<file path="config.mk">
export PLATFORM = sky130hd
export DESIGN_NAME = rbr_readback_top
export DESIGN_NICKNAME = d
export VERILOG_FILES = /design/src/inc/rbr_pkg.sv /design/src/inc/rbr_core_if.sv /design/src/hw/rbr_readback_top.sv /design/src/hw/rbr_phase_gen.sv /design/src/hw/rbr_gain_map.sv
export SDC_FILE = /design/constraint.sdc
export NUM_CORES = 1
export LEC_CHECK = 0
export BUFFER_PORTS_ARGS = -buffer_cell sky130_fd_sc_hd__clkbuf_2
export CORE_ASPECT_RATIO = 0.5
export CORE_MARGIN = 2
export CORE_UTILIZATION = 57
export CTS_CLUSTER_SIZE = 24
export DETAILED_ROUTE_END_ITERATION = 6
export HOLD_SLACK_MARGIN = 0.1
export PLACE_DENSITY = 0.83
export RECOVER_POWER = 25
export SETUP_SLACK_MARGIN = 0.4
export SYNTH_ARGS = -nofsm -noshare
export SYNTH_HDL_FRONTEND = slang
export SYNTH_HIERARCHICAL = 1
export SYNTH_SLANG_ARGS = --single-unit
</file>
<file path="constraint.sdc">
create_clock -name mclk -period 5.81 [get_ports mclk]
set_input_delay 0.581 -clock mclk [delete_from_list [all_inputs] [get_ports mclk]]
set_output_delay 0.581 -clock mclk [all_outputs]
set_load 0.05 [all_outputs]
</file>
<file path="src/inc/rbr_pkg.sv">
package rbr_pkg;
  // Register word, serial address and pixel bus widths.
  localparam int unsigned DW = 10;
  localparam int unsigned AW = 6;
  localparam int unsigned PIX_W = 12;
  // Serial-port register addresses.
  localparam logic [5:0] ADDR_GAIN = 6'h00;
  localparam logic [5:0] ADDR_CONTROL = 6'h08;
  localparam logic [5:0] ADDR_POLARITY = 6'h09;
  localparam logic [5:0] ADDR_CLOCK = 6'h0A;
  localparam logic [5:0] ADDR_LAST_SP = 6'h0E;
  localparam logic [5:0] ADDR_READBACK = 6'h3E;
  localparam logic [5:0] ADDR_SOFT_RESET = 6'h1F;
  localparam logic [5:0] ADDR_SOFT_RESET_SEL = 6'h3F;
  localparam int unsigned NUM_SP = 15;
  // Reset values.
  localparam logic [9:0] CONTROL_RESET = 10'h038;
  localparam logic [9:0] ZERO_RESET = 10'h000;
  // Field positions.
  localparam int unsigned OE_BIT = 5;
  localparam int unsigned RB_EN_BIT = 9;
  localparam int unsigned SEL_HI_MSB = 8;
  localparam int unsigned SEL_HI_LSB = 6;
  localparam int unsigned SEL_LO_MSB = 5;
  localparam int unsigned SOFT_RST_BIT = 0;
  localparam int unsigned POL_BLACK_SAMPLE_CLOCK_BIT = 5;
  localparam int unsigned POL_PIXEL_SAMPLE_CLOCK_BIT = 4;
  localparam int unsigned POL_CLAMP_BIT = 2;
  localparam int unsigned CLK_RSTREJ_BIT = 1;
  localparam int unsigned RB_LSB = 2;
  // Readback select codes: serial registers, then calibration values.
  localparam logic [2:0] SEL_SERIAL = 3'h0;
  localparam logic [2:0] SEL_CAL_FINE = 3'h1;
  localparam logic [2:0] SEL_CAL_COARSE = 3'h2;
  localparam logic [2:0] SEL_CAL_AVG = 3'h3;
  // Self-clear time of the soft reset bit.
  localparam int unsigned CLK_PERIOD_NS = 10;
  localparam int unsigned SOFT_RST_NS = 10;
  localparam int unsigned SOFT_RST_CYC =
    (SOFT_RST_NS / CLK_PERIOD_NS) < 1 ? 1 : (SOFT_RST_NS / CLK_PERIOD_NS);
  // Gain law: dB = code / 768 * 36, kept in 1/64 dB units.
  localparam logic [9:0] GAIN_SAT = 10'h300;
  localparam int unsigned GAIN_DB_MAX = 36;
  localparam int unsigned GAIN_DB_FRAC = 64;
  localparam int unsigned GAIN_OCT_SHIFT = 7;
  localparam int unsigned GDB_W = 12;
endpackage

</file>
<file path="src/inc/rbr_core_if.sv">
`timescale 1ns/10ps
// Carries sampling-phase and gain signals between the top and its helpers.
interface rbr_core_if;
  logic black_clk;
  logic pixel_clk;
  logic clamp;
  logic [2:0] pol;
  logic rst_reject;
  logic phi1;
  logic phi2;
  logic phi3;
  logic dc_restore;
  logic black_capture;
  logic [9:0] gain_code;
  logic [11:0] gain_db_x64;
  logic [2:0] gain_oct;
  logic [6:0] gain_frac;
  modport phase_mp (input black_clk, pixel_clk, clamp, pol, rst_reject,
    output phi1, phi2, phi3, dc_restore, black_capture);
  modport gain_mp (input gain_code, output gain_db_x64, gain_oct, gain_frac);
  modport top_mp (output black_clk, pixel_clk, clamp, pol, rst_reject,
    gain_code, input phi1, phi2, phi3, dc_restore, black_capture,
    gain_db_x64, gain_oct, gain_frac);
endinterface

</file>
<file path="src/hw/rbr_readback_top.sv">
`timescale 1ns/10ps

// Functional notes
// - Readback puts selected register on bus[11:2].
// - Readback off: select ignored, conversion data out.
// - Readback control at 111110; D9 enable, D8:0 select.
// - Select top bits zero: serial address chosen.
// - Top bits 1/2/3: fine, coarse, averager outputs.
// - Conversion data still feeds calibration during readback.
// - Soft reset bit resets chip, self-clears in 10 ns.
// - Soft reset register at 11111, reads zero.
// - Gain dB equals code/768 times 36.
// - Codes 768 and up saturate at 36 dB.
// - Every 128 codes doubles amplification.
// - Three phases derived from the two sample clocks.
// - DC restore is clamp AND pixel phase.
// - Black phase falling end captures black level.
// - Pixel bus always driven; pixel_bus_oe follows output enable.
// - Reset pin high holds chip in reset.
module rbr_readback_top (
  input wire logic mclk,
  input wire logic rstn,
  input wire logic reset_pin,
  input wire logic wr_valid,
  input wire logic [rbr_pkg::AW-1:0] wr_addr,
  input wire logic [rbr_pkg::DW-1:0] wr_data,
  input wire logic [rbr_pkg::PIX_W-1:0] adc_data,
  input wire logic [rbr_pkg::DW-1:0] fine_offset_dac_val,
  input wire logic [rbr_pkg::DW-1:0] coarse_offset_dac_val,
  input wire logic [rbr_pkg::DW-1:0] averager_val,
  input wire logic black_sample_clock,
  input wire logic pixel_sample_clock,
  input wire logic clamp_pin,
  output logic [rbr_pkg::PIX_W-1:0] pixel_output_bus,
  output logic pixel_bus_oe,
  output logic [rbr_pkg::PIX_W-1:0] cal_data,
  output logic phi1,
  output logic phi2,
  output logic phi3,
  output logic dc_restore,
  output logic black_capture,
  output logic [rbr_pkg::GDB_W-1:0] gain_db_x64,
  output logic [2:0] gain_octave,
  output logic [6:0] gain_octave_frac,
  output logic chip_reset_active
);
  import rbr_pkg::*;

  // Serial-port registers 0 to 14, kept as one small array.
  logic [DW-1:0] sp_reg [0:NUM_SP-1];
  // Readback control register.
  logic [DW-1:0] readback_control;
  // Soft reset bit and its self-clear countdown.
  logic soft_rst_q;
  logic [3:0] soft_cnt;
  // Reset pin synchroniser; stage one feeds only stage two.
  logic rst_pin_meta;
  logic rst_pin_s2;
  // Helper bundle shared with the phase and gain modules.
  rbr_core_if core ();

  // Default value of serial register by index.
  function automatic logic [DW-1:0] sp_default(input int unsigned idx);
    sp_default = (idx == int'(ADDR_CONTROL)) ? CONTROL_RESET : ZERO_RESET;
  endfunction

  // Either reset source resets the whole register set.
  wire chip_rst = soft_rst_q || rst_pin_s2;

  // Write decode; addresses outside the map are dropped silently.
  wire sp_wr = wr_valid && (wr_addr <= ADDR_LAST_SP);
  wire rb_wr = wr_valid && (wr_addr == ADDR_READBACK);
  wire rst_hit = (wr_addr == ADDR_SOFT_RESET) || (wr_addr == ADDR_SOFT_RESET_SEL);
  wire soft_wr = wr_valid && rst_hit && wr_data[SOFT_RST_BIT];
  wire [3:0] sp_idx = wr_addr[3:0];

  // Readback control fields.
  wire rb_en = readback_control[RB_EN_BIT];
  wire [2:0] sel_hi = readback_control[SEL_HI_MSB:SEL_HI_LSB];
  wire [5:0] sel_lo = readback_control[SEL_LO_MSB:0];
  wire [DW-1:0] control_reg = sp_reg[int'(ADDR_CONTROL)];
  wire [DW-1:0] polarity_reg = sp_reg[int'(ADDR_POLARITY)];
  wire [DW-1:0] clock_reg = sp_reg[int'(ADDR_CLOCK)];

  // Serial register view by address; unmapped addresses read as zero.
  function automatic logic [DW-1:0] sp_view(input logic [5:0] a);
    logic [DW-1:0] v;
    v = ZERO_RESET;
    if (a <= ADDR_LAST_SP) begin
      v = sp_reg[a[3:0]];
    end else if (a == ADDR_READBACK) begin
      v = readback_control;
    end else if (a == ADDR_SOFT_RESET_SEL || a == ADDR_SOFT_RESET) begin
      v = {{(DW-1){1'b0}}, soft_rst_q};
    end
    return v;
  endfunction

  // Select the word shown on the bus during readback.
  logic [DW-1:0] rb_word;
  always_comb begin
    // The low six select bits only matter for serial-port registers.
    case (sel_hi)
      SEL_SERIAL: rb_word = sp_view(sel_lo);
      SEL_CAL_FINE: rb_word = fine_offset_dac_val;
      SEL_CAL_COARSE: rb_word = coarse_offset_dac_val;
      SEL_CAL_AVG: rb_word = averager_val;
      default: rb_word = ZERO_RESET;
    endcase
  end

  // Next bus value: register word on the upper ten bits, else ADC data.
  wire [PIX_W-1:0] next_bus = rb_en ? {rb_word, {RB_LSB{1'b0}}} : adc_data;

  // Reset pin is asynchronous to mclk, so it is synchronised first.
  always_ff @(posedge mclk or negedge rstn) begin
    if (!rstn) begin
      rst_pin_meta <= 1'b0;
      rst_pin_s2 <= 1'b0;
    end else begin
      rst_pin_meta <= reset_pin;
      rst_pin_s2 <= rst_pin_meta;
    end
  end

  // Serial registers; a chip reset wins over a write in the same cycle.
  always_ff @(posedge mclk or negedge rstn) begin
    if (!rstn) begin
      for (int i = 0; i < NUM_SP; i++) begin
        sp_reg[i] <= sp_default(i);
      end
    end else if (chip_rst) begin
      for (int i = 0; i < NUM_SP; i++) begin
        sp_reg[i] <= sp_default(i);
      end
    end else if (sp_wr) begin
      sp_reg[sp_idx] <= wr_data;
    end
  end

  // Readback control register at its own serial address.
  always_ff @(posedge mclk or negedge rstn) begin
    if (!rstn) begin
      readback_control <= ZERO_RESET;
    end else if (chip_rst) begin
      readback_control <= ZERO_RESET;
    end else if (rb_wr) begin
      readback_control <= wr_data;
    end
  end

  // Soft reset bit: set by a one, cleared after its short hold time.
  // The pin reset does not stop the countdown, so the bit always clears.
  always_ff @(posedge mclk or negedge rstn) begin
    if (!rstn) begin
      soft_cnt <= 4'h0;
      soft_rst_q <= 1'b0;
    end else if (soft_wr) begin
      soft_cnt <= 4'(SOFT_RST_CYC - 1);
      soft_rst_q <= 1'b1;
    end else if (soft_cnt != 4'h0) begin
      soft_cnt <= soft_cnt - 4'h1;
    end else begin
      soft_rst_q <= 1'b0;
    end
  end

  // Output stage; the calibration feed never sees readback words.
  always_ff @(posedge mclk or negedge rstn) begin
    if (!rstn) begin
      pixel_output_bus <= {PIX_W{1'b0}};
      pixel_bus_oe <= 1'b0;
      cal_data <= {PIX_W{1'b0}};
      chip_reset_active <= 1'b0;
    end else begin
      pixel_output_bus <= next_bus;
      pixel_bus_oe <= control_reg[OE_BIT];
      cal_data <= adc_data;
      chip_reset_active <= chip_rst;
    end
  end

  // Hand the pins and register fields to the helpers.
  assign core.black_clk = black_sample_clock;
  assign core.pixel_clk = pixel_sample_clock;
  assign core.clamp = clamp_pin;
  assign core.pol = {polarity_reg[POL_CLAMP_BIT], polarity_reg[POL_PIXEL_SAMPLE_CLOCK_BIT],
    polarity_reg[POL_BLACK_SAMPLE_CLOCK_BIT]};
  assign core.rst_reject = clock_reg[CLK_RSTREJ_BIT];
  assign core.gain_code = sp_reg[int'(ADDR_GAIN)];

  // Phase generation from the sample clocks.
  rbr_phase_gen u_phase (
    .mclk(mclk),
    .rstn(rstn),
    .core(core.phase_mp)
  );

  // Gain code mapping.
  rbr_gain_map u_gain (
    .mclk(mclk),
    .rstn(rstn),
    .core(core.gain_mp)
  );

  // Helper outputs are already registered inside the helpers.
  assign phi1 = core.phi1;
  assign phi2 = core.phi2;
  assign phi3 = core.phi3;
  assign dc_restore = core.dc_restore;
  assign black_capture = core.black_capture;
  assign gain_db_x64 = core.gain_db_x64;
  assign gain_octave = core.gain_oct;
  assign gain_octave_frac = core.gain_frac;
endmodule

</file>
<file path="src/hw/rbr_phase_gen.sv">
`timescale 1ns/10ps
// Derives the three sampling phases and the DC restore gate from the pins.
module rbr_phase_gen (
  input wire logic mclk,
  input wire logic rstn,
  rbr_core_if.phase_mp core
);
  import rbr_pkg::*;
  // Two-stage synchronisers; the first stage feeds only the second.
  logic [2:0] meta;
  logic [2:0] sync;
  // Polarity-corrected active levels.
  wire blk_act = sync[0] == core.pol[0];
  wire pix_act = sync[1] == core.pol[1];
  wire clp_act = sync[2] == core.pol[2];
  logic phi1_q;

  // Pins come from the timing controller's domain, so they are synchronised.
  always_ff @(posedge mclk or negedge rstn) begin
    if (!rstn) begin
      meta <= 3'h0;
      sync <= 3'h0;
    end else begin
      meta <= {core.clamp, core.pixel_clk, core.black_clk};
      sync <= meta;
    end
  end

  // Phases follow the sample clocks; reject is on between samples if clocked.
  always_ff @(posedge mclk or negedge rstn) begin
    if (!rstn) begin
      phi1_q <= 1'b0;
      core.phi2 <= 1'b0;
      core.phi3 <= 1'b1;
      core.dc_restore <= 1'b0;
      core.black_capture <= 1'b0;
    end else begin
      phi1_q <= blk_act;
      core.phi2 <= pix_act;
      core.phi3 <= !core.rst_reject || !(blk_act || pix_act);
      core.dc_restore <= clp_act && pix_act;
      core.black_capture <= phi1_q && !blk_act;
    end
  end
  assign core.phi1 = phi1_q;
endmodule

</file>
<file path="src/hw/rbr_gain_map.sv">
`timescale 1ns/10ps
// Maps the ten-bit gain code to dB and to an octave/fraction split.
module rbr_gain_map (
  input wire logic mclk,
  input wire logic rstn,
  rbr_core_if.gain_mp core
);
  import rbr_pkg::*;
  // Codes at or above the knee saturate, so the law stops at full gain.
  wire [9:0] sat_code = (core.gain_code >= GAIN_SAT) ? GAIN_SAT : core.gain_code;
  wire [31:0] db_full = 32'(sat_code) * GAIN_DB_MAX * GAIN_DB_FRAC / 32'(GAIN_SAT);

  // Each 128 codes is one octave: 6 dB, twice the amplification.
  always_ff @(posedge mclk or negedge rstn) begin
    if (!rstn) begin
      core.gain_db_x64 <= 12'h000;
      core.gain_oct <= 3'h0;
      core.gain_frac <= 7'h00;
    end else begin
      core.gain_db_x64 <= db_full[GDB_W-1:0];
      core.gain_oct <= 3'(sat_code >> GAIN_OCT_SHIFT);
      core.gain_frac <= sat_code[GAIN_OCT_SHIFT-1:0];
    end
  end
endmodule

</file>
==> impl_metrics.json, run 1 <==
{
  "outcome": "finished, violations left",
  "max_freq_ghz": 0.196,
  "num_antenna_cells": 0,
  "cts_buffers": 21,
  "io_pins": 118,
  "cts_sinks": 226,
  "viasPerCell": 6.26,
  "grt_pass1_vias": 9216,
  "clock_latency_ns": 0.52,
  "preCtsSetupSlack_ns": 0.244,
  "cts_tree": "yes",
  "grtUsageTotal": 0.279,
  "crit_top_cell": "o211ai_2",
  "holdWs_ns": 0.162,
  "synth_edf_count": 0,
  "start_util": 0.585,
  "r2r_slack_ns": 0.71,
  "grt-ovfl-total": 0,
  "drt_first_pass_iters": 5,
  "power_density_mw_per_mm2": 254,
  "setup_viol": 0,
  "finalNetCount": 1283,
  "synth_largest_area_cell": "dfrtp_1",
  "violations": "max-capacitance violations, max-slew violations",
  "avgSynthCellArea_um2": 10.7,
  "drt_iter0_drc": 972,
  "slowest_delay_ns": 0.51,
  "vdd_drop_max_mv": 0.230,
  "die_w_um": 210,
  "synth_top_area_share": 0.459,
  "dieHeight_um": 107,
  "ys_seq_elements": 226,
  "arrival_ns": 5.47,
  "fin_tns_setup_ns": 0,
  "port_buffers": 117,
  "num_vias": 9313,
  "cts_root_buf": "clkbuf_16",
  "antenna_found_initial": 0,
  "setup_ws_ns": 0.712,
  "leakage_uw": 0.00661,
  "rows": 37,
  "largest_reg_flops": 110,
  "die_area_mm2": 0.0225,
  "synth_nets": 1211,
  "synth_ff_type": "dfrtp_1",
  "totalWireLength_um": 31000,
  "final_common_cell": "dfrtp_1",
  "path_class": "register to register",
  "cap_violations": 1,
  "netlist_area_mm2": 0.0121,
  "hold_violations": 0,
  "wl_per_cell_um": 20.8,
  "area_delta_synth_final_pct": 12.0,
  "slew_viol_final": 116,
  "synthCells": 1128,
  "crit_path_top_delay_cell": "clkbuf_1",
  "async_flop_share": 1.00,
  "synth.area.top_cells": "dfrtp_1 (46%), mux2i_1 (18%), nor2_1 (6.0%), mux4_2 (2.8%), ha_1 (1.8%)",
  "place_hpwl_um": 20400,
  "drc": 0,
  "clk_pin_slew_ns": 0.07,
  "period_share": 0.877,
  "startpoint_type": "register",
  "cp_data_required_time_ns": 6.18,
  "coreArea_mm2": 0.0207,
  "cts-hold-fix-buffers": 0,
  "final_cell_mix": "dfrtp_1 (220), mux2i_1 (213), nor2_1 (193)",
  "clockBufferDepth": 3,
  "grt_first_pass_wirelength_um": 49300,
  "rsz0062_at_grt": "false",
  "cp_num_buf_inv": 2,
  "post-route-util": 0.656,
  "place_congestion": 0.878,
  "critical-path-top-delay-family": "compound AO/OA/AOI/OAI gates",
  "yosysWarnings": 6,
  "htreeDepth": 1,
  "min_period_ns": 5.10,
  "relSlewSlack": -0.965,
  "clock_skew_ns": 0.0170,
  "crit_path_end_kind": "register",
  "hp-class": "input pin to register",
  "path_max_fanout": 14,
  "grt_max_degree": 116,
  "ys_types": 89,
  "tightest_slew_ns": 2.95,
  "drive_gt1_frac": 0.188,
  "crit_chain": "clkbuf_1, ha_1, ha_1, o211ai_2, o21ai_4, a21oi_4, a31oi_2, nor2_1, a211oi_4, mux2i_1, o211ai_2, buf_4, nand3b_1, or3_1, o2111a_1, o41ai_2, o211ai_2",
  "fillers": 1545,
  "ant_nets": 0,
  "yosysSeqAreaShare": 0.467
}
-- layout make-up --
type / instances / area, um2 / share of cell area
Clock buffer: 29 / 626 / 0.0461
Clock inverter: 9 / 111 / 0.00821
Inverter: 21 / 83.8 / 0.00618
Multi-Input combinational cell: 796 / 6050 / 0.446
Sequential cell: 226 / 5660 / 0.417
Tap cell: 273 / 342 / 0.0252
Timing Repair Buffer: 134 / 692 / 0.0510
-- per-layer routing --
metal / vias to the layer above / share of wire / GRT usage / wire length [um]
li1: 4168 / - / - / -
met1: 4710 / 0.42 / 0.372 / 13000
met2: 360 / 0.49 / 0.467 / 15100
met3: 75 / 0.064 / 0.0469 / 2000
met4: 0 / 0.029 / 0.0983 / 901
met5: - / 0 / 0 / 0
-- synthesized netlist by cell type, types with 15 or more instances --
master and instances:
nor2b_1 17, clkbuf_1 45, dfrtp_1 222, buf_2 26
mux2i_1 213, inv_1 16, ha_1 17, mux4_2 15
nor2_1 193, nand2_1 44, nand3_1 22, a21oi_1 34
-- worst reg2reg max path, cell delays in order, from the launching register on --
cell and delay (ns):
dfrtp_1 0.34, clkbuf_1 0.51, ha_1 0.36, ha_1 0.44, o211ai_2 0.19, o21ai_4 0.35, a21oi_4 0.13, a31oi_2 0.40
nor2_1 0.22, a211oi_4 0.38, mux2i_1 0.14, o211ai_2 0.14, buf_4 0.20, nand3b_1 0.12, or3_1 0.38, o2111a_1 0.16
o41ai_2 0.36, o211ai_2 0.15
-- through the flow --
stage,total power (uW),cells,area [um2]
floorplan,1880,1128,12100
global placement,1990,1446,12800
detailed placement,2010,1446,12800
CTS,3460,1484,13500
global route,3560,1488,13600
finish,3440,1488,13600
-- where the power goes --
part           total (uW)  internal [uW]  switching (uW)  leakage, uW
registers            1640           1610            26.4      0.00304
clock network        1460            849             615     0.000360
logic                 340           88.5             251      0.00321
-- cells by family after synthesis --
logic type / after synthesis / share of synthesized area
adder cells (fa/ha/maj): 19 / 0.0200
buffers and inverters: 106 / 0.0397
AND/OR/NAND/NOR: 347 / 0.133
AO/OA/AOI/OAI: 178 / 0.116
multiplexers: 231 / 0.207
XOR/XNOR: 21 / 0.0170
flip-flops: 226 / 0.467
-- path summary, 6_finish.rpt --
check | startpoint | cells after the start | endpoint
worst max register to register | core.gain_code[8]$_DFFE_PN0P_ | 17 | u_gain/core.gain_db_x64[0]$_DFF_PN0_
worst min register to register | u_phase/meta[0]$_DFF_PN0_ | 0 | u_phase/sync[0]$_DFF_PN0_
min in group asynchronous | rstn | 1 | u_gain/core.gain_db_x64[8]$_DFF_PN0_
max in group asynchronous | rstn | 2 | readback_control[1]$_DFFE_PN0P_
worst min-delay path | reset_pin | 1 | rst_pin_meta$_DFF_PN0_
worst max-delay path | core.gain_code[8]$_DFFE_PN0P_ | 17 | u_gain/core.gain_db_x64[0]$_DFF_PN0_
-- what timing repair did --
action,in CTS,in global routing
setup endpoints to repair,3,5
hold endpoints to repair,0,0
buffers inserted,0,3
gates resized for setup,2,14
pin swaps,0,2
(Power assumes the default switching activity.)
==> run 2: changes to the inputs <==
ABC_AREA = 1   (was default)
PLACE_DENSITY = 0.84   (was 0.83)
==> impl_metrics.json, run 2 <==
{
  "synth_ff_type": "dfrtp_1",
  "power_frac_comb": 0.123,
  "period_share": 0.889,
  "final_cell_mix": "nand2_1 (375), dfrtp_1 (220), nand3_1 (171)",
  "rows": 35,
  "cts_tree": "yes",
  "synth_top_area_share": 0.507,
  "ys_top_cells_by_count": "nand2_1 (376), dfrtp_1 (222), nand3_1 (171)",
  "place_congestion": 0.929,
  "path_max_fanout": 7,
  "cp_data_required_time_ns": 6.19,
  "synthCells": 1347,
  "num_antenna_cells": 0,
  "multi_input_area_mm2": 0.00439,
  "post-route-util": 0.661,
  "grt_max_degree": 137,
  "avgSynthCellArea_um2": 8.14,
  "drt_first_pass_iters": 6,
  "path_class": "register to register",
  "drive_gt1_frac": 0.140,
  "crit_path_end_kind": "register",
  "synth.area.top_cells": "dfrtp_1 (51%), nand2_1 (13%), nand3_1 (7.8%), inv_1 (5.0%), o21ai_0 (4.6%)",
  "totalWireLength_um": 29800,
  "async_flop_share": 1.00,
  "tightest_slew_ns": 0.955,
  "p_seq_frac": 0.473,
  "arrival_ns": 5.55,
  "clockBufferDepth": 3,
  "grt-ovfl-total": 0,
  "rsz0062_at_grt": "false",
  "cts_buffers": 21,
  "setup_viol": 0,
  "slowest_delay_ns": 0.43,
  "clk_pin_slew_ns": 0.06,
  "hold_violations": 0,
  "start_util": 0.589,
  "yosysSeqAreaShare": 0.516,
  "yosys.area_share.simple": 0.254,
  "finalNetCount": 1509,
  "p_switching_uw": 931,
  "dieHeight_um": 102,
  "drt_iter0_drc": 1154,
  "cts-hold-fix-buffers": 0,
  "synthAdderAreaFrac": 0.0212,
  "hp-class": "input pin to asynchronous set/reset pin",
  "num_vias": 9984,
  "grt_first_pass_wirelength_um": 48100,
  "startpoint_type": "register",
  "htreeDepth": 1,
  "antenna_found_initial": 0,
  "grtUsageTotal": 0.294,
  "vdd_drop_max_mv": 0.173,
  "crit_top_cell": "nand2_1",
  "crit_path_top_delay_cell": "dfrtp_1",
  "power.internal_uw": 2520,
  "fin_tns_setup_ns": 0,
  "synth_compound_area_frac": 0.118,
  "yosysMostFrequentCell": "nand2_1",
  "min_period_ns": 5.16,
  "ant_nets": 0,
  "die_w_um": 200,
  "wl_per_cell_um": 17.6,
  "grt_pass1_vias": 9633,
  "port_buffers": 117,
  "clock_skew_ns": 0.00933,
  "netlist_area_mm2": 0.0110,
  "max_freq_ghz": 0.194,
  "clock_latency_ns": 0.50,
  "seqCellArea_mm2": 0.00566,
  "muxShareOfSynthArea": 0,
  "cap_violations": 0,
  "die_area_mm2": 0.0204,
  "ys_seq_elements": 226,
  "power_frac_clock": 0.405,
  "synth_top_family_by_area": "simple AND/OR/NAND/NOR gates",
  "relSlewSlack": 0.362,
  "area_delta_synth_final_pct": 12.2,
  "final_common_cell": "nand2_1",
  "power_density_mw_per_mm2": 280,
  "ys_types": 40,
  "drc": 0,
  "place_hpwl_um": 19500,
  "largest_reg_flops": 110,
  "yosysWarnings": 6,
  "synth_nets": 1430,
  "fillers": 1479,
  "cts_sinks": 226,
  "viasPerCell": 5.88,
  "slew_viol_final": 0,
  "p_sw_frac": 0.270,
  "leakage_uw": 0.00623,
  "synth_largest_area_cell": "dfrtp_1",
  "synth_edf_count": 0,
  "synth_xor_area_frac": 0.00479,
  "cts_root_buf": "clkbuf_16",
  "outcome": "complete, no violations",
  "coreArea_mm2": 0.0186,
  "io_pins": 118
}
[run 2: kinds of logic (layout without fill, tap and decap cells)]
group,count (synthesis),count (layout)
flip-flops,226,226
buffers and inverters,225,317
AND/OR/NAND/NOR,653,653
adder cells (fa/ha/maj),18,18
XOR/XNOR,6,6
AO/OA/AOI/OAI,219,219
[run 2: power groups by stage]
stage          Clock, uW  Combinational (uW)  Sequential [uW]
2_1_floorplan          0                 211             1710
3_3_place_gp           0                 405             1660
3_5_place_dp           0                 412             1660
4_1_cts             1410                 416             1630
5_1_grt             1480                 459             1630
6_report            1390                 423             1630
[run 2: critical path, delay by kind of cell, from the launching register on]
family | cells | cell delay (ns)
flip-flops | 1 | 0.43
AO/OA/AOI/OAI | 3 | 0.39
AND/OR/NAND/NOR | 28 | 3.00
adder cells (fa/ha/maj) | 3 | 0.92
buffers and inverters | 4 | 0.31
[run 2: worst paths after layout]
path / depth (start not counted) / start / slack, ns / endpoint
max in group asynchronous: 2 / rstn / 4.53 / core.gain_code[9]$_DFFE_PN0P_
worst max-delay path: 38 / core.gain_code[8]$_DFFE_PN0P_ / 0.65 / u_gain/core.gain_db_x64[0]$_DFF_PN0_
min in group mclk: 1 / black_sample_clock / 0.18 / u_phase/meta[0]$_DFF_PN0_
worst min register to register: 0 / u_phase/meta[1]$_DFF_PN0_ / 0.35 / u_phase/sync[1]$_DFF_PN0_
worst max register to register: 38 / core.gain_code[8]$_DFFE_PN0P_ / 0.65 / u_gain/core.gain_db_x64[0]$_DFF_PN0_
worst min-delay path: 1 / rstn / 0.08 / control_reg[2]$_DFFE_PN0P_
[run 2: metal layers]
layer	GRT usage	wire, um	vias up	share of wire
li1	-	-	4555	-
met5	0	0	-	0
met3	0.0654	2910	87	0.098
met1	0.392	12500	4791	0.42
met4	0.0993	985	0	0.033
met2	0.488	13400	551	0.45
[run 2: through the flow]
stage	power [uW]	std cells	hold WS, ns	setup slack, ns	area, um2
after floorplan	1920	1347	0.285	1.40	11000
after global placement	2060	1657	0.332	1.05	11600
after detailed placement	2070	1657	0.335	0.619	11600
after CTS	3460	1693	0.114	0.585	12300
after global routing	3570	1698	0.140	0.156	12300
final	3450	1698	0.0753	0.646	12300
[run 2: cell type report]
class                           count  share of cell area
Inverter                          153              0.0467
Multi-Input combinational cell    896               0.357
Clock buffer                       33              0.0496
Clock inverter                      3             0.00529
Sequential cell                   226               0.460
Tap cell                          259              0.0263
Timing Repair Buffer              128              0.0552
[run 2: repair_timing]
item                       in CTS  in global routing
setup endpoints to repair       0                  2
resized for setup               0                 12
hold endpoints to repair        0                  0
setup buffers                   0                  5
==> run 3: changes to the inputs <==
RECOVER_POWER = default   (was 25)
==> impl_metrics.json, run 3 (same netlist as run 2, synthesis figures left out) <==
{
  "outcome": "finished, violations left",
  "violations": "design-rule violations",
  "grt_first_pass_wirelength_um": 48100,
  "setup_viol": 0,
  "cts_sinks": 226,
  "cts-hold-fix-buffers": 0,
  "clk_pin_slew_ns": 0.06,
  "period_share": 0.863,
  "rsz0062_at_grt": "false",
  "grtUsageTotal": 0.294,
  "num_antenna_cells": 0,
  "htreeDepth": 1,
  "final_cell_mix": "nand2_1 (373), dfrtp_1 (219), nand3_1 (171)",
  "leakage_uw": 0.00625,
  "hp-class": "input pin to asynchronous set/reset pin",
  "coreArea_mm2": 0.0186,
  "fillers": 1468,
  "antenna_found_initial": 0,
  "crit_top_cell": "nand2_1",
  "power_density_mw_per_mm2": 280,
  "path_max_fanout": 7,
  "ant_nets": 0,
  "num_vias": 9976,
  "drt_iter0_drc": 1113,
  "path_class": "register to register",
  "relSlewSlack": 0.360,
  "drc": 1,
  "max_freq_ghz": 0.199,
  "cts_buffers": 21,
  "cts_root_buf": "clkbuf_16",
  "clock_latency_ns": 0.50,
  "startpoint_type": "register",
  "tightest_slew_ns": 0.959,
  "final_common_cell": "nand2_1",
  "cp_data_required_time_ns": 6.19,
  "drt_first_pass_iters": 7,
  "slew_viol_final": 0,
  "cts_tree": "yes",
  "fin_tns_setup_ns": 0,
  "rows": 35,
  "setup_ws_ns": 0.794,
  "wl_per_cell_um": 17.6,
  "port_buffers": 117,
  "die_w_um": 200,
  "crit_path_end_kind": "register",
  "grt_pass1_vias": 9633,
  "grt-ovfl-total": 0,
  "r2r_slack_ns": 0.79,
  "clock_skew_ns": 0.00897,
  "hold_violations": 0,
  "place_hpwl_um": 19500,
  "io_pins": 118,
  "min_period_ns": 5.02,
  "viasPerCell": 5.88,
  "timing.rr.start": "core.gain_code[8]$_DFFE_PN0P_",
  "totalWireLength_um": 29800,
  "reg2reg_to": "u_gain/core.gain_db_x64[0]$_DFF_PN0_",
  "cap_violations": 0,
  "slowest_delay_ns": 0.44,
  "start_util": 0.589,
  "preCtsSetupSlack_ns": 0.619,
  "dieHeight_um": 102,
  "arrival_ns": 5.40,
  "finalNetCount": 1509,
  "area_delta_synth_final_pct": 12.4,
  "grt_max_degree": 137,
  "place_congestion": 0.929,
  "rr_worst_depth": 38,
  "crit_path_top_delay_cell": "dfrtp_2",
  "vdd_drop_max_mv": 0.173,
  "die_area_mm2": 0.0204,
  "largest_reg_flops": 110,
  "drive_gt1_frac": 0.151,
  "clockBufferDepth": 3
}
[run 3: worst max path at each step]
stage          cells after the start                              endpoint  slack (ns)                           from
2_1_floorplan                     36  u_gain/core.gain_db_x64[0]$_DFF_PN0_        1.40  core.gain_code[8]$_DFFE_PN0P_
3_3_place_gp                      38  u_gain/core.gain_db_x64[0]$_DFF_PN0_        1.05  core.gain_code[8]$_DFFE_PN0P_
3_5_place_dp                      36  u_gain/core.gain_db_x64[0]$_DFF_PN0_        0.62  core.gain_code[8]$_DFFE_PN0P_
4_1_cts                           36  u_gain/core.gain_db_x64[0]$_DFF_PN0_        0.59  core.gain_code[8]$_DFFE_PN0P_
5_1_grt                           40  u_gain/core.gain_db_x64[0]$_DFF_PN0_        0.31  core.gain_code[8]$_DFFE_PN0P_
6_report                          38  u_gain/core.gain_db_x64[0]$_DFF_PN0_        0.79  core.gain_code[8]$_DFFE_PN0P_
[run 3: cell type report]
cell class / count / area, um2 / area share
repair buffers: 128 / 691 / 0.0560
well taps: 259 / 324 / 0.0263
inverters: 153 / 574 / 0.0466
clock inverters: 3 / 65.1 / 0.00528
multi-input cells: 896 / 4400 / 0.357
flip-flops and latches: 226 / 5660 / 0.460
clock buffers: 33 / 611 / 0.0495
[run 3: routing by layer]
metal,wire length [um],up-vias,GRT usage
li1,-,4548,-
met1,12400,4761,0.392
met2,13400,565,0.488
met3,3060,102,0.0654
met4,1030,0,0.0993
met5,0,-,0
[run 3: report_power, final]
part	total (uW)	internal, uW	switching [uW]
Clock	1400	808	589
Sequential	1630	1610	23.8
Combinational	423	102	321
[run 3: per-stage QoR]
stage	hold WS, ns	total power, uW	area, um2	cells	utilization
floorplan	0.285	1920	11000	1347	-
global placement	0.332	2060	11600	1657	0.623
detailed placement	0.335	2070	11600	1657	0.623
CTS	0.114	3460	12300	1693	0.659
global route	0.140	3570	12300	1698	0.662
finish	0.0780	3450	12300	1698	0.662
[run 3: what timing repair did]
action | CTS | global route
resized for setup | 0 | 12
setup endpoints to repair | 0 | 2
setup buffers | 0 | 5
[run 3: critical path: cells and delay by family (launching register included)]
kind,cells,cell delay [ns]
buffers and inverters,3,0.23
DFF,1,0.44
AOI/OAI and AO/OA,6,0.80
adders and majority gates,3,0.89
and+or+nand+nor,26,2.52
